===== config.mk =====
export PLATFORM = sky130hd
export DESIGN_NAME = swi_top
export DESIGN_NICKNAME = d
export VERILOG_FILES = /design/src/swi_pkg.sv /design/src/swi_top.sv
export SDC_FILE = /design/constraint.sdc
export NUM_CORES = 1
export LEC_CHECK = 0
export BUFFER_PORTS_ARGS = -buffer_cell sky130_fd_sc_hd__buf_2
export CAP_MARGIN = 15
export CORE_ASPECT_RATIO = 0.75
export CORE_MARGIN = 10
export CORE_UTILIZATION = 45
export CTS_CLUSTER_SIZE = 20
export DETAILED_ROUTE_END_ITERATION = 6
export GPL_TIMING_DRIVEN = 0
export PLACE_DENSITY_LB_ADDON = 0.1
export SYNTH_ARGS = -nofsm -noshare
export SYNTH_HDL_FRONTEND = slang
export SYNTH_SLANG_ARGS = --single-unit

===== constraint.sdc =====
create_clock -name core_clk_i -period 3.5 [get_ports core_clk_i]
set_input_delay 0 -clock core_clk_i [delete_from_list [all_inputs] [get_ports core_clk_i]]
set_output_delay 0 -clock core_clk_i [all_outputs]
set_load 0.02 [all_outputs]

===== src/swi_pkg.sv =====
// Constants shared by the standby, wake and interrupt control block
package swi_pkg;
    // Register bus widths
    localparam int ADDR_W = 5;
    localparam int DATA_W = 16;

    // Register offsets
    localparam logic [4:0] OFS_IRQ_BUF  = 5'h00;
    localparam logic [4:0] OFS_KEY_DATA = 5'h01;
    localparam logic [4:0] OFS_IR_DATA  = 5'h02;
    localparam logic [4:0] OFS_GPIO_IN  = 5'h03;
    localparam logic [4:0] OFS_CTRL     = 5'h04;
    localparam logic [4:0] OFS_STATE    = 5'h05;
    localparam logic [4:0] OFS_HK_AEN   = 5'h06;
    localparam logic [4:0] OFS_HK_CEN   = 5'h07;
    localparam logic [4:0] OFS_HK_ADDR  = 5'h08;
    localparam logic [4:0] OFS_HK_CMD   = 5'h10;

    // Hotkey memory sizes
    localparam int HK_NADDR = 8;
    localparam int HK_NCMD  = 16;

    // Interrupt source bit positions
    localparam int SRC_KEY   = 0;
    localparam int SRC_IR    = 1;
    localparam int SRC_WAKE  = 2;
    localparam int SRC_ALARM = 3;
    localparam int SRC_WDOG  = 4;
    localparam int SRC_OSC   = 5;
    localparam int SRC_GPIO  = 6;
    localparam int SRC_BATT  = 7;
    localparam int SRC_THERM = 8;
    localparam int NSRC      = 9;

    // Control register fields
    localparam int CTL_AFE     = 0;
    localparam int CTL_ABE     = 1;
    localparam int CTL_PROTO_L = 2;
    localparam int CTL_GUARD   = 5;
    localparam int CTL_DIR_L   = 6;
    localparam int CTL_OUT_L   = 8;

    // Reset values
    localparam logic [15:0] CTRL_RST = 16'h0000;

    // Ready-to-standby delay
    localparam int CLK_NS       = 25;
    localparam int STANDBY_OUT_DLY_NS  = 2000;
    localparam int STANDBY_OUT_DLY_CYC = (STANDBY_OUT_DLY_NS + CLK_NS - 1) / CLK_NS;
    localparam logic [6:0] STANDBY_OUT_LAST = 7'(STANDBY_OUT_DLY_CYC - 1);

    // Power sequencing states
    typedef enum logic [1:0] {
        ST_BOOT,
        ST_NORM,
        ST_MUTE,
        ST_STANDBY_OUT
    } swi_state_t;
endpackage


===== src/swi_top.sv =====
// Standby sequencing, wake sources and interrupt gathering
`timescale 1ns/1ps
module swi_top (
    input  wire logic        core_clk_i,     // 40 MHz clock
    input  wire logic        rstn_i,         // Async reset, active low
    input  wire logic [4:0]  reg_addr_i,     // Register address
    input  wire logic [15:0] reg_wdata_i,    // Write data
    input  wire logic        reg_we_i,       // Write strobe
    input  wire logic        reg_re_i,       // Read strobe
    output logic      [15:0] reg_rdata_o,    // Read data, next cycle
    input  wire logic        key_evt_i,      // Key scan press pulse
    input  wire logic [7:0]  key_code_i,     // Pressed key code
    input  wire logic        ir_valid_i,     // Decoded remote frame
    input  wire logic [7:0]  ir_addr_i,      // Remote device address
    input  wire logic [7:0]  ir_cmd_i,       // Remote command
    input  wire logic        ir_toggle_i,    // Remote toggle bit
    output logic      [2:0]  ir_proto_o,     // Protocol select
    input  wire logic        wake_pin_i,     // External wake pin
    input  wire logic        alarm_match_i,  // Clock alarm match
    input  wire logic        wdog_exp_i,     // Watchdog expiry
    input  wire logic        osc_fail_i,     // 32 kHz osc failure
    input  wire logic        batt_check_i,   // Battery check pulse
    input  wire logic        batt_low_i,     // Battery below limit
    input  wire logic        therm_shdn_i,   // Thermal shutdown
    input  wire logic        ready_i,        // Host ready pin
    input  wire logic        guard_zero_i,   // Guard timer at zero
    output logic             guard_en_o,     // Guard timer enable
    output logic             standby_out_o,  // Standby to supply
    output logic             mute_o,         // Audio mute
    output logic             wake_start_o,   // Hotkey wake pulse
    output logic             irq_o,          // Interrupt pin level
    output logic             irq_oe_n_o,     // Interrupt pin enable
    input  wire logic [1:0]  gpio_i,         // GPIO pin inputs
    output logic      [1:0]  gpio_o,         // GPIO pin outputs
    output logic      [1:0]  gpio_oe_n_o     // GPIO enables, low
);

    // Reset release pair
    logic [1:0] rst_q;
    logic       rst_n;

    // Release reset through two flops
    always_ff @(posedge core_clk_i or negedge rstn_i) begin
        if (!rstn_i) begin
            rst_q <= 2'h0;
        end else begin
            rst_q <= {rst_q[0], 1'b1};
        end
    end
    assign rst_n = rst_q[1];

    // Pin synchronisers: ready, wake, two gpio
    logic [3:0] s1_q, s2_q, s3_q;   // Three flop chain
    logic [3:0] flt_q;              // Agreed level
    logic [3:0] flt_p_q;            // Previous agreed level
    logic [3:0] pin_raw;

    assign pin_raw = {gpio_i, wake_pin_i, ready_i};

    // Three flops; level accepted once second and third agree
    always_ff @(posedge core_clk_i or negedge rst_n) begin
        if (!rst_n) begin
            s1_q    <= 4'h0;
            s2_q    <= 4'h0;
            s3_q    <= 4'h0;
            flt_q   <= 4'h0;
            flt_p_q <= 4'h0;
        end else begin
            s1_q    <= pin_raw;
            s2_q    <= s1_q;
            s3_q    <= s2_q;
            flt_q   <= (s2_q & s3_q) | (flt_q & (s2_q ^ s3_q));
            flt_p_q <= flt_q;
        end
    end

    // Synced edges
    logic ready_f, ready_fall, wake_rise;
    logic [1:0] gpio_in;
    assign ready_f    = flt_q[0];
    assign ready_fall = flt_p_q[0] & ~flt_q[0];
    assign wake_rise  = flt_q[1] & ~flt_p_q[1];
    assign gpio_in    = flt_q[3:2];

    // Software registers
    logic [15:0] ctrl_q;                       // Control
    logic [7:0]  hk_aen_q;                     // Address slot enables
    logic [15:0] hk_cen_q;                     // Command slot enables
    logic [7:0]  hk_addr_q [swi_pkg::HK_NADDR]; // Device addresses
    logic [7:0]  hk_cmd_q  [swi_pkg::HK_NCMD];  // Hotkey commands
    logic [7:0]  key_data_q;                   // Last key code
    logic [15:0] ir_data_q;                    // Last remote frame
    logic        alarm_flag_q;                 // Alarm flag
    logic [swi_pkg::NSRC-1:0] pend_q;          // Pending sources
    logic [15:0] rdata_q;

    // Access decode
    logic wr_ctrl, wr_aen, wr_cen, wr_hka, wr_hkc, buf_rd;
    assign wr_ctrl = reg_we_i && (reg_addr_i == swi_pkg::OFS_CTRL);
    assign wr_aen  = reg_we_i && (reg_addr_i == swi_pkg::OFS_HK_AEN);
    assign wr_cen  = reg_we_i && (reg_addr_i == swi_pkg::OFS_HK_CEN);
    assign wr_hka  = reg_we_i && (reg_addr_i[4:3] == 2'h1);
    assign wr_hkc  = reg_we_i && reg_addr_i[4];
    assign buf_rd  = reg_re_i && (reg_addr_i == swi_pkg::OFS_IRQ_BUF);

    // Control fields
    logic afe, abe;
    assign afe = ctrl_q[swi_pkg::CTL_AFE];
    assign abe = ctrl_q[swi_pkg::CTL_ABE];

    // Control and enable registers
    always_ff @(posedge core_clk_i or negedge rst_n) begin
        if (!rst_n) begin
            ctrl_q   <= swi_pkg::CTRL_RST;
            hk_aen_q <= 8'h00;
            hk_cen_q <= 16'h0000;
        end else begin
            if (wr_ctrl) begin
                ctrl_q <= reg_wdata_i;
            end
            if (wr_aen) begin
                hk_aen_q <= reg_wdata_i[7:0];
            end
            if (wr_cen) begin
                hk_cen_q <= reg_wdata_i;
            end
        end
    end

    // Hotkey memory, one byte per slot
    always_ff @(posedge core_clk_i) begin
        if (wr_hka) begin
            hk_addr_q[reg_addr_i[2:0]] <= reg_wdata_i[7:0];
        end
        if (wr_hkc) begin
            hk_cmd_q[reg_addr_i[3:0]] <= reg_wdata_i[7:0];
        end
    end

    // Hotkey compare against every enabled slot
    logic [swi_pkg::HK_NADDR-1:0] a_hit;
    logic [swi_pkg::HK_NCMD-1:0]  c_hit;
    logic                         hk_hit;
    genvar g;
    generate
        for (g = 0; g < swi_pkg::HK_NADDR; g++) begin : g_addr
            assign a_hit[g] = hk_aen_q[g] && (hk_addr_q[g] == ir_addr_i);
        end
        for (g = 0; g < swi_pkg::HK_NCMD; g++) begin : g_cmd
            assign c_hit[g] = hk_cen_q[g] && (hk_cmd_q[g] == ir_cmd_i);
        end
    endgenerate
    assign hk_hit = ir_valid_i && (|a_hit) && (|c_hit);

    // Source events of this cycle
    logic [1:0] gpio_chg;
    logic [swi_pkg::NSRC-1:0] evt;
    assign gpio_chg = (gpio_in ^ flt_p_q[3:2]) & ~ctrl_q[7:6];

    // key press, held off during buffer read
    assign evt[swi_pkg::SRC_KEY]   = key_evt_i && !buf_rd;
    assign evt[swi_pkg::SRC_IR]    = ir_valid_i;
    assign evt[swi_pkg::SRC_WAKE]  = wake_rise;
    assign evt[swi_pkg::SRC_ALARM] = alarm_match_i && afe;
    assign evt[swi_pkg::SRC_WDOG]  = wdog_exp_i;
    assign evt[swi_pkg::SRC_OSC]   = osc_fail_i;
    assign evt[swi_pkg::SRC_GPIO]  = (|gpio_chg) && !buf_rd;
    // battery low on each enabled check
    assign evt[swi_pkg::SRC_BATT]  = batt_check_i && batt_low_i && abe;
    assign evt[swi_pkg::SRC_THERM] = therm_shdn_i;

    // Pending flags: buffer read clears, new event wins
    logic [swi_pkg::NSRC-1:0] pend_d;
    assign pend_d = (pend_q & ~(buf_rd ? pend_q : '0)) | evt;

    always_ff @(posedge core_clk_i or negedge rst_n) begin
        if (!rst_n) begin
            pend_q       <= '0;
            alarm_flag_q <= 1'b0;
        end else begin
            pend_q       <= pend_d;
            alarm_flag_q <= alarm_match_i | (alarm_flag_q & ~buf_rd);
        end
    end

    // data registers always take new values
    always_ff @(posedge core_clk_i or negedge rst_n) begin
        if (!rst_n) begin
            key_data_q <= 8'h00;
            ir_data_q  <= 16'h0000;
        end else begin
            if (key_evt_i) begin
                key_data_q <= key_code_i;
            end
            if (ir_valid_i) begin
                ir_data_q <= {ir_addr_i[7:1], ir_toggle_i, ir_cmd_i};
            end
        end
    end

    // Power sequencing
    swi_pkg::swi_state_t st_q, st_d;
    logic [6:0] dly_q;               // Mute to standby count
    logic       standby_out_wake;           // Wake request in standby
    logic       guard_trip;          // Guard timer expired
    logic       standby_q, mute_q, wake_q;

    assign standby_out_wake  = hk_hit | key_evt_i | wake_rise | alarm_match_i;
    assign guard_trip = ctrl_q[swi_pkg::CTL_GUARD] && guard_zero_i;

    // Next state
    always_comb begin
        st_d = st_q;
        case (st_q)
            // boot: ready high goes normal, else guard
            swi_pkg::ST_BOOT: begin
                if (ready_f) begin
                    st_d = swi_pkg::ST_NORM;
                end else if (guard_zero_i) begin
                    st_d = swi_pkg::ST_STANDBY_OUT;
                end
            end
            swi_pkg::ST_NORM: begin
                if (ready_fall) begin
                    st_d = swi_pkg::ST_MUTE;
                end else if (guard_trip) begin
                    st_d = swi_pkg::ST_STANDBY_OUT;
                end
            end
            swi_pkg::ST_MUTE: begin
                if (dly_q == swi_pkg::STANDBY_OUT_LAST) begin
                    st_d = swi_pkg::ST_STANDBY_OUT;
                end
            end
            // wake on hotkey or other wake source
            default: begin
                if (standby_out_wake) begin
                    st_d = swi_pkg::ST_BOOT;
                end
            end
        endcase
    end

    // State, delay counter and sequencing outputs
    always_ff @(posedge core_clk_i or negedge rst_n) begin
        if (!rst_n) begin
            st_q      <= swi_pkg::ST_BOOT;
            dly_q     <= 7'h00;
            standby_q <= 1'b0;
            mute_q    <= 1'b1;
            wake_q    <= 1'b0;
        end else begin
            st_q      <= st_d;
            dly_q     <= (st_q == swi_pkg::ST_MUTE) ? dly_q + 7'h01 : 7'h00;
            standby_q <= (st_d == swi_pkg::ST_STANDBY_OUT);
            mute_q    <= ~ready_f;
            wake_q    <= hk_hit && (st_q == swi_pkg::ST_STANDBY_OUT);
        end
    end

    // Read mux
    logic [15:0] rd_mux;
    always_comb begin
        rd_mux = 16'h0000;
        if (reg_addr_i == swi_pkg::OFS_IRQ_BUF) begin
            rd_mux = {7'h00, pend_q};
        end else if (reg_addr_i == swi_pkg::OFS_KEY_DATA) begin
            rd_mux = {8'h00, key_data_q};
        end else if (reg_addr_i == swi_pkg::OFS_IR_DATA) begin
            rd_mux = ir_data_q;
        end else if (reg_addr_i == swi_pkg::OFS_GPIO_IN) begin
            rd_mux = {14'h0000, gpio_in};
        end else if (reg_addr_i == swi_pkg::OFS_CTRL) begin
            rd_mux = ctrl_q;
        end else if (reg_addr_i == swi_pkg::OFS_STATE) begin
            rd_mux = {10'h000, alarm_flag_q, ready_f, mute_q,
                      standby_q, 2'(st_q)};
        end else if (reg_addr_i == swi_pkg::OFS_HK_AEN) begin
            rd_mux = {8'h00, hk_aen_q};
        end else if (reg_addr_i == swi_pkg::OFS_HK_CEN) begin
            rd_mux = hk_cen_q;
        end else if (reg_addr_i[4:3] == 2'h1) begin
            rd_mux = {8'h00, hk_addr_q[reg_addr_i[2:0]]};
        end else if (reg_addr_i[4]) begin
            rd_mux = {8'h00, hk_cmd_q[reg_addr_i[3:0]]};
        end
    end

    // Read data register
    always_ff @(posedge core_clk_i or negedge rst_n) begin
        if (!rst_n) begin
            rdata_q <= 16'h0000;
        end else begin
            rdata_q <= reg_re_i ? rd_mux : 16'h0000;
        end
    end

    // Outputs
    assign reg_rdata_o   = rdata_q;
    assign ir_proto_o    = ctrl_q[4:2];
    assign guard_en_o    = ctrl_q[swi_pkg::CTL_GUARD];
    assign standby_out_o = standby_q;
    assign mute_o        = mute_q;
    assign wake_start_o  = wake_q;
    // pull low only; level while pending
    assign irq_o         = 1'b0;
    assign irq_oe_n_o    = ~(|pend_q);
    // direction and output level per pin
    assign gpio_o        = ctrl_q[9:8];
    assign gpio_oe_n_o   = ~ctrl_q[7:6];
endmodule


==> results of run 1 <==
==> cell usage in the layout, fill, tap and decap left out, drive strengths merged, types with 28 or more instances in the layout <==
cell type	instances
edfxtp	192
o21ai	29
buf	119
nor3	28
clkbuf	66
dfrtp	123
a21oi	36
nor4	33
mux2	64
dlygate4sd3	39
nand2	38
nor2	52
mux4	53
xor2	167
xnor2	31
==> kinds of logic after synthesis <==
family | count (synthesis)
AOI/OAI and AO/OA | 117
xor gates and xnor gates | 198
adders and majority gates | 5
buffers and inverters | 78
DFF | 316
muxes | 134
other | 2
and+or+nand+nor | 207
==> layout make-up <==
cell class | instances | area (µm²) | area share [%]
Sequential cell | 316 | 8874 | 50.89
Multi-Input combinational cell | 663 | 5672 | 32.53
Clock buffer | 45 | 932.1 | 5.346
Timing Repair Buffer | 114 | 798.3 | 4.578
Tap cell | 442 | 553.0 | 3.172
Buffer | 65 | 357.8 | 2.052
Clock inverter | 17 | 197.7 | 1.134
Inverter | 13 | 48.80 | 0.2799
Antenna cell | 1 | 2.502 | 0.01435
==> per-stage QoR <==
stage | utilization [%] | hold slack (ns) | instance area (µm²) | total power [mW] | setup slack [ns]
floorplan | - | -0.2956 | 14930 | 4.999 | 1.425
global placement | 48.59 | -0.2142 | 15840 | 5.442 | 0.1014
detailed placement | 48.80 | -0.2124 | 15910 | 5.458 | 0.5856
CTS | 53.46 | 0.01174 | 17430 | 9.182 | 0.4293
global route | 53.49 | 0.03693 | 17430 | 9.474 | 0.1567
finish | 53.50 | 0.02067 | 17440 | 9.156 | 0.3793
==> repair_timing <==
item	4_1_cts	5_1_grt
setup endpoints to repair	0	0
hold endpoints to repair	67	0
hold buffers	39	0
==> sequential cells by signal, indices dropped and copies added (netlist names) <==
register       cells
alarm_flag_q       1
ctrl_q            16
dly_q              7
flt_p_q            4
flt_q              4
hk_addr_q         64
hk_aen_q           8
hk_cen_q          16
hk_cmd_q         128
ir_data_q         16
key_data_q         8
mute_o             1
pend_q             9
reg_rdata_o       16
rst_q              2
s1_q               4
s2_q               4
s3_q               4
st_q               2
standby_out_o      1
wake_start_o       1
==> worst reg2reg max path: stages (launching register included) <==
cell           delay (ns)
edfxtp_1             0.40
xor2_1               0.23
nor4_1               0.09
nand4_1              0.15
o31ai_1              0.09
nor4_1               0.88
a21oi_1              0.38
o21ai_0              0.24
dlygate4sd3_1        0.58
==> power groups by stage <==
stage               clock network [mW]  registers, mW  logic, mW
CTS                               3.75           4.40       1.04
global placement                     0           4.48      0.962
detailed placement                   0           4.47      0.990
floorplan                            0           4.39      0.614
global route                      3.92           4.43       1.13
finish                            3.70           4.41       1.05
==> worst max path at each step <==
stage	depth (start not counted)	start	endpoint
final	8	hk_cmd_q[15][5]	st_q[1]
after global routing	8	hk_cmd_q[8][0]	st_q[1]
after CTS	8	hk_cmd_q[8][0]	st_q[1]
after detailed placement	7	reg_addr_i[1]	hk_addr_q[2][4]
after global placement	7	reg_addr_i[1]	hk_cmd_q[10][7]
after floorplan	7	reg_addr_i[1]	hk_addr_q[2][0]
==> routing by layer <==
metal  vias to the layer above  global-route usage [%]  routed length, µm
met3                        69                   7.307               4815
met1                      5044                   31.19              20310
met5                         -                  0.2398                 18
met2                       421                   34.38              20780
li1                       4236                       -                  -
met4                         2                   5.688               1042
==> reports/qor.csv, run 1 <==
metric;value;unit
synthSimpleGateAreaFrac;6.887;%
crit_path_start_kind;flop;
reg2reg_depth;8;
dpl.cell_count;1573;
reg2reg_to;st_q[1];
yosysSeqAreaShare;59.40;%
synthesis.nets;1125;
period_share;89.16;%
postSynthCellCount;1057;
required;3.95;ns
synth.distinct_cells;53;
relSlewSlack;31.87;%
cts_inserted_buffers;34;
cts.clk_slew.worst_paths;0.06;ns
crit_path_frequent_cell;nor4_1;
netSwitchingFraction;25.86;%
ios;92;
initial_core_util;45.82;%
slowest_stage;nor4_1;
max_cap_viol_count;0;
synth_edf_count;192;
holdCritStartpoint;reg_wdata_i[6];
synth_warnings;0;
fmax;320.4;MHz
synth_top_area_cell;edfxtp_1;
synth_top_family_by_area;multiplexers;
crit_fanout;4;
hpwl;33200;µm
synthArstFlopShare;39.24;%
r2r_start;hk_cmd_q[15][5];
ir_worst_vdd;0.5598;mV
crit_family;simple AND/OR/NAND/NOR gates;
synth.most_common_cell;edfxtp_1;
switchingPower;2.368;mW
worstMarginPinSlew;1.013;ns
hp-class;input port to flop;
instances_no_fill;1676;
synth_area;14930;µm²
die_w;230.3;µm
fill_cells;2830;
insertion_delay;0.54;ns
grt_use_total;22.74;%
first_iter_violations;999;
critPathMaxStageDelay;0.88;ns
synth_compound_gate_area_share;4.927;%
h-tree-depth;2;
reg2reg_slack;0.38;ns
path_class;flop to flop;
cp-end-kind;flop;
cts_num_sinks;316;
synthAdderAreaFrac;0.4189;%
vias;9772;
portBuffers;70;
die_h;177.8;µm
syn_avg_cell_area;14.13;µm²
coreArea;32590;µm²
grt_setup_unrepaired;false;
routed_via_density;5.831;
finalSetupTns;0;ns
netlist_top_cells_count;edfxtp_1, xor2_1, dfrtp_1, mux2_2, mux4_2;
overflow;0;
synth_seq_cells;316;
path_cells;xor2_1, nor4_1, nand4_1, o31ai_1, nor4_1, a21oi_1, o21ai_0, dlygate4sd3_1;
layout.nets;1275;
rows;57;
synth-xor-area-share;11.61;%
clock_skew;0.01952;ns
postCtsSetupRepairBufs;0;
drc_errors;0;
grt_pass1_vias;9951;
synth_mux_area_share;13.98;%
routabilityCongestion;0.9092;
clk_path_buf_depth;3;
die-area;40950;µm²
final-hold-violation-count;0;
finalSetupViolCount;0;
intPower;6.788;mW
routedWlPerCell;28.02;µm
p_seq_share;48.1;%
synth_area_leaders;edfxtp_1, dfrtp_1, xor2_1;
p_leak;6.563;nW
status;complete, no violations;
postCtsResizedCells;0;
fin_crit;3.121;ns
dr.pass1.iters;6;
synth.top_cell.area_share;38.61;%
syn_to_final_growth;16.76;%
power.density;525.1;nW/µm²
combPwrFrac;11.5;%
cts_root_buf;clkbuf_16;
min_to;hk_cmd_q[13][6];
synth_ff_type;edfxtp_1;
cts_tree;yes;
min_path_cells;1;
antenna_found_initial;3;
drt_wl_total;46960;µm
grt_pass1_wl;68030;µm
pwr-share-clk;40.4;%
arrival;3.58;ns
grt_max_degree;70;
drv_slew;0;
ant_nets;0;
drive_above_1_share;23.68;%
path_buf_inv;1;
Note: power is estimated with default switching activity, not from simulation.
==> run 2, diff against run 1 <==
MAX_ROUTING_LAYER = met4   (was default)
==> run 2 against run 1 <==
Against the previous run:
- die area is the same
- hold slack worse by 0.0066 ns
- critical path type unchanged
- sequential cell count did not move
- combinational power is essentially flat
- setup slack lost 0.12 ns
==> reports/qor.csv, run 2 (same netlist as run 1, synthesis figures left out) <==
metric;value;unit
netSwitchingFraction;25.92;%
hpwl;33200;µm
p_seq_share;48.1;%
status;complete, no violations;
slowest_stage;dlygate4sd3_1;
whs;0.01411;ns
layout.nets;1275;
crit_path_start_kind;flop;
p_leak;6.563;nW
grt_max_degree;70;
relSlewSlack;26.01;%
rows;57;
dr.pass1.iters;5;
h-tree-depth;2;
path_class;flop to flop;
fin_area;17430;µm²
cp-end-kind;flop;
ctsHoldBuffers;39;
max_cap_viol_count;0;
fin_crit;3.243;ns
final-hold-violation-count;0;
ir_worst_vdd;0.5587;mV
drive_above_1_share;23.68;%
grt_pass1_vias;9930;
initial_core_util;45.82;%
die_w;230.3;µm
final_core_util;53.49;%
switchingPower;2.375;mW
finalSetupTns;0;ns
place_area;15910;µm²
critPathMaxStageDelay;0.58;ns
worstMarginPinSlew;1.100;ns
antenna_found_initial;0;
die_h;177.8;µm
die-area;40950;µm²
cts_root_buf;clkbuf_16;
clock_skew;0.01408;ns
grt_use_total;23.41;%
mostFrequentLayoutCell;edfxtp_1;
combPwrFrac;11.4;%
intPower;6.788;mW
overflow;0;
drc_errors;0;
hp-class;input port to flop;
cts.clk_slew.worst_paths;0.06;ns
syn_to_final_growth;16.74;%
arrival;3.65;ns
power.density;525.6;nW/µm²
largest_reg_flops;128;
cts_inserted_buffers;34;
cts_tree;yes;
routedWlPerCell;28.13;µm
coreArea;32590;µm²
ant_nets;0;
cts_num_sinks;316;
vias;9897;
grt_pass1_wl;68320;µm
fmax;308.3;MHz
first_iter_violations;1117;
insertion_delay;0.54;ns
crit_path_frequent_cell;nor4_1;
ios;92;
required;3.91;ns
routabilityCongestion;0.9249;
postCtsSetupRepairBufs;0;
drv_slew;0;
n_antenna_cell;0;
crit_fanout;4;
clk_path_buf_depth;3;
pwr-share-clk;40.5;%
final_cell_mix;edfxtp_1, xor2_1, dfrtp_1;
finalSetupViolCount;0;
path_cells;xor2_1, nor4_1, nand3_1, nor4_1, nor4_1, a21oi_1, o21ai_0, dlygate4sd3_1;
postCtsResizedCells;0;
portBuffers;70;
drt_wl_total;47120;µm
grt_setup_unrepaired;false;
routed_via_density;5.909;
period_share;92.66;%
[run 2: layout make-up]
cell class	instances	area, µm²
clock inverters	17	197.7
inverters	13	48.80
multi-input cells	663	5672
plain buffers	65	357.8
well taps	442	553.0
repair buffers	114	798.3
flip-flops and latches	316	8874
clock buffers	45	932.1
fillers	2831	15160
[run 2: stage by stage]
stage	total power, mW	setup slack (ns)	instances
after global routing	9.469	0.1563	1675
after CTS	9.182	0.4293	1674
after floorplan	4.999	1.425	1057
after detailed placement	5.458	0.5856	1573
final	9.163	0.2568	1675
after global placement	5.442	0.1014	1569
[run 2: critical path, delay by kind of cell, from the launching register on]
family / cells / cell delay (ns)
xor gates and xnor gates: 1 / 0.19
AOI/OAI and AO/OA: 2 / 0.66
buffers and inverters: 1 / 0.58
DFF: 1 / 0.43
and+or+nand+nor: 4 / 1.25
[run 2: power groups by stage]
stage               Sequential (mW)  Combinational, mW  Clock [mW]
finish                         4.40               1.05        3.71
global placement               4.48              0.962           0
CTS                            4.40               1.04        3.75
global route                   4.42               1.13        3.92
detailed placement             4.47              0.990           0
floorplan                      4.39              0.614           0
[run 2: layer usage]
layer | vias to the layer above | global-route usage, % | part of all wire, % | wire length (µm)
li1 | 4240 | - | - | -
met1 | 5103 | 32.17 | 43 | 20350
met2 | 480 | 34.46 | 44 | 20930
met3 | 74 | 5.759 | 10 | 4805
met4 | 0 | 5.496 | 2.2 | 1037
met5 | - | - | 0 | 0
[run 2: worst paths after layout]
check | from | end | slack, ns | cells past startpoint
worst max-delay path | hk_cmd_q[8][0] | st_q[1] | 0.26 | 8
worst min-delay path | reg_wdata_i[6] | hk_cmd_q[13][6] | 0.01 | 1
max in group asynchronous | rst_q[1] | mute_o | 2.26 | 1
min in group asynchronous | rstn_i | rst_q[1] | 0.36 | 3
worst min register to register | s1_q[3] | s2_q[3] | 0.35 | 0
worst max register to register | hk_cmd_q[8][0] | st_q[1] | 0.26 | 8
==> run 3, diff against run 2 <==
CORE_UTILIZATION = 55   (was 45)
==> run 3 against run 2 <==
Against the previous run:
- total power down 1.2%
- register-to-register slack better by 0.07 ns
- utilization up 11 points
- setup slack better by 0.075 ns
- first-iteration DRC count down 12%
- clock-buffer cell count up 6
- routed wire length down 4.2%
- clock skew down 0.0029 ns
- maximum frequency up 2.4%
==> reports/qor.csv, run 3 (same netlist as run 1, synthesis figures left out) <==
metric;value;unit
grt_setup_unrepaired;false;
die_h;162.7;µm
die-area;34210;µm²
finalSetupViolCount;0;
pwr-share-clk;39.8;%
ir_worst_vdd;0.4318;mV
clock_skew;0.01117;ns
fmax;315.6;MHz
multiInputGateArea;5657;µm²
grt_pass1_vias;10168;
coreArea;26870;µm²
p_leak;6.591;nW
first_iter_violations;982;
grt_use_total;27.12;%
worstMarginPinSlew;1.094;ns
seqCellArea;8874;µm²
clk_path_buf_depth;3;
grt_pass1_wl;66340;µm
switchingPower;2.290;mW
cts_tree;yes;
overflow;0;
fill_cells;1973;
cp-end-kind;flop;
ios;92;
final-hold-violation-count;0;
largest_reg_flops;128;
required;3.90;ns
drc_errors;0;
drt_wl_total;45130;µm
insertion_delay;0.52;ns
cts_inserted_buffers;34;
crit_path_start_kind;flop;
hpwl;31870;µm
path_class;flop to flop;
final_cell_mix;edfxtp_1, xor2_1, dfrtp_1;
hp-class;input port to flop;
fin_crit;3.169;ns
crit_path_frequent_cell;nor4_1;
dr.pass1.iters;5;
relSlewSlack;26.47;%
drv_slew;0;
fin_area;17320;µm²
syn_to_final_growth;16.00;%
combPwrFrac;11.7;%
status;complete, no violations;
arrival;3.57;ns
cts_num_sinks;316;
rows;52;
mostFrequentLayoutCell;edfxtp_1;
postCtsSetupRepairBufs;0;
n_antenna_cell;0;
routabilityCongestion;0.9828;
slowest_stage;dlygate4sd3_1;
drive_above_1_share;23.76;%
place_area;15810;µm²
netSwitchingFraction;25.30;%
p_seq_share;48.5;%
crit_fanout;4;
routedWlPerCell;28.49;µm
path_cells;xor2_1, nor4_1, nand3_1, nor4_1, nor4_1, a21oi_1, o21ai_0, dlygate4sd3_1;
max_cap_viol_count;0;
period_share;90.53;%
intPower;6.762;mW
routed_via_density;6.278;
layout.nets;1278;
portBuffers;70;
grt_max_degree;67;
cts_root_buf;clkbuf_16;
vias;9944;
ant_nets;0;
finalSetupTns;0;ns
critPathMaxStageDelay;0.58;ns
h-tree-depth;2;
cts.clk_slew.worst_paths;0.07;ns
power.density;522.6;nW/µm²
antenna_found_initial;0;
initial_core_util;55.57;%
die_w;210.3;µm
==> run 3: through the flow <==
| step | power [mW] | hold WS (ns) | setup WS [ns] | utilization, % | std cells |
|---|---|---|---|---|---|
| 6_report | 9.052 | 0.02398 | 0.3314 | 64.47 | 1584 |
| 5_1_grt | 9.330 | 0.02666 | 0.2467 | 64.47 | 1584 |
| 4_1_cts | 9.062 | 0.001185 | 0.4245 | 64.45 | 1583 |
| 3_5_place_dp | 5.445 | -0.2105 | 0.5350 | 58.83 | 1485 |
| 3_3_place_gp | 5.417 | -0.2142 | 0.1380 | 58.52 | 1478 |
| 2_1_floorplan | 4.999 | -0.2956 | 1.425 | - | 1057 |
==> run 3: final timing paths <==
kind | startpoint | endpoint | slack [ns] | cells past startpoint
hold reg to reg | rst_q[1] | s1_q[2] | 0.10 | 0
max in group asynchronous | rst_q[1] | mute_o | 2.50 | 2
min in group asynchronous | rst_q[1] | s1_q[2] | 0.10 | 0
setup / recovery | hk_cmd_q[8][0] | st_q[0] | 0.33 | 8
hold / removal | reg_wdata_i[6] | hk_cmd_q[0][6] | 0.02 | 1
setup reg to reg | hk_cmd_q[8][0] | st_q[0] | 0.33 | 8
==> run 3: layout make-up <==
type,count,area share [%]
inverters,13,0.2817
clock inverters,8,0.3900
plain buffers,65,2.066
well taps,351,2.535
repair buffers,117,4.781
multi-input cells,663,32.65
clock buffers,51,6.067
flip-flops and latches,316,51.22
==> run 3: per-layer routing <==
metal	wire [µm]	up-vias	GRT usage (%)
li1	-	4236	-
met1	19180	5136	36.98
met2	20670	508	40.42
met3	4420	64	6.538
met4	857	0	6.603
met5	0	-	-
==> run 3: timing repair <==
| item | in CTS | in global routing |
|---|---|---|
| hold buffers | 39 | 0 |
| endpoints found under the setup margin | 0 | 0 |
| resized for setup | 0 | 0 |
| hold endpoints to repair | 50 | 0 |
==> run 3: worst max-delay path: cells and delay by family, from the launching register on <==
family                    cells  cell delay (ns)
AOI/OAI and AO/OA             2             0.64
and+or+nand+nor               4             1.25
DFF                           1             0.41
xor gates and xnor gates      1             0.18
buffers and inverters         1             0.58
==> run 3: power groups by stage <==
| stage | combinational (mW) | sequential (mW) | clock [mW] |
|---|---|---|---|
| global placement | 0.945 | 4.47 | 0 |
| detailed placement | 0.994 | 4.45 | 0 |
| CTS | 1.04 | 4.38 | 3.64 |
| finish | 1.06 | 4.39 | 3.60 |
| floorplan | 0.614 | 4.39 | 0 |
| global route | 1.13 | 4.40 | 3.80 |
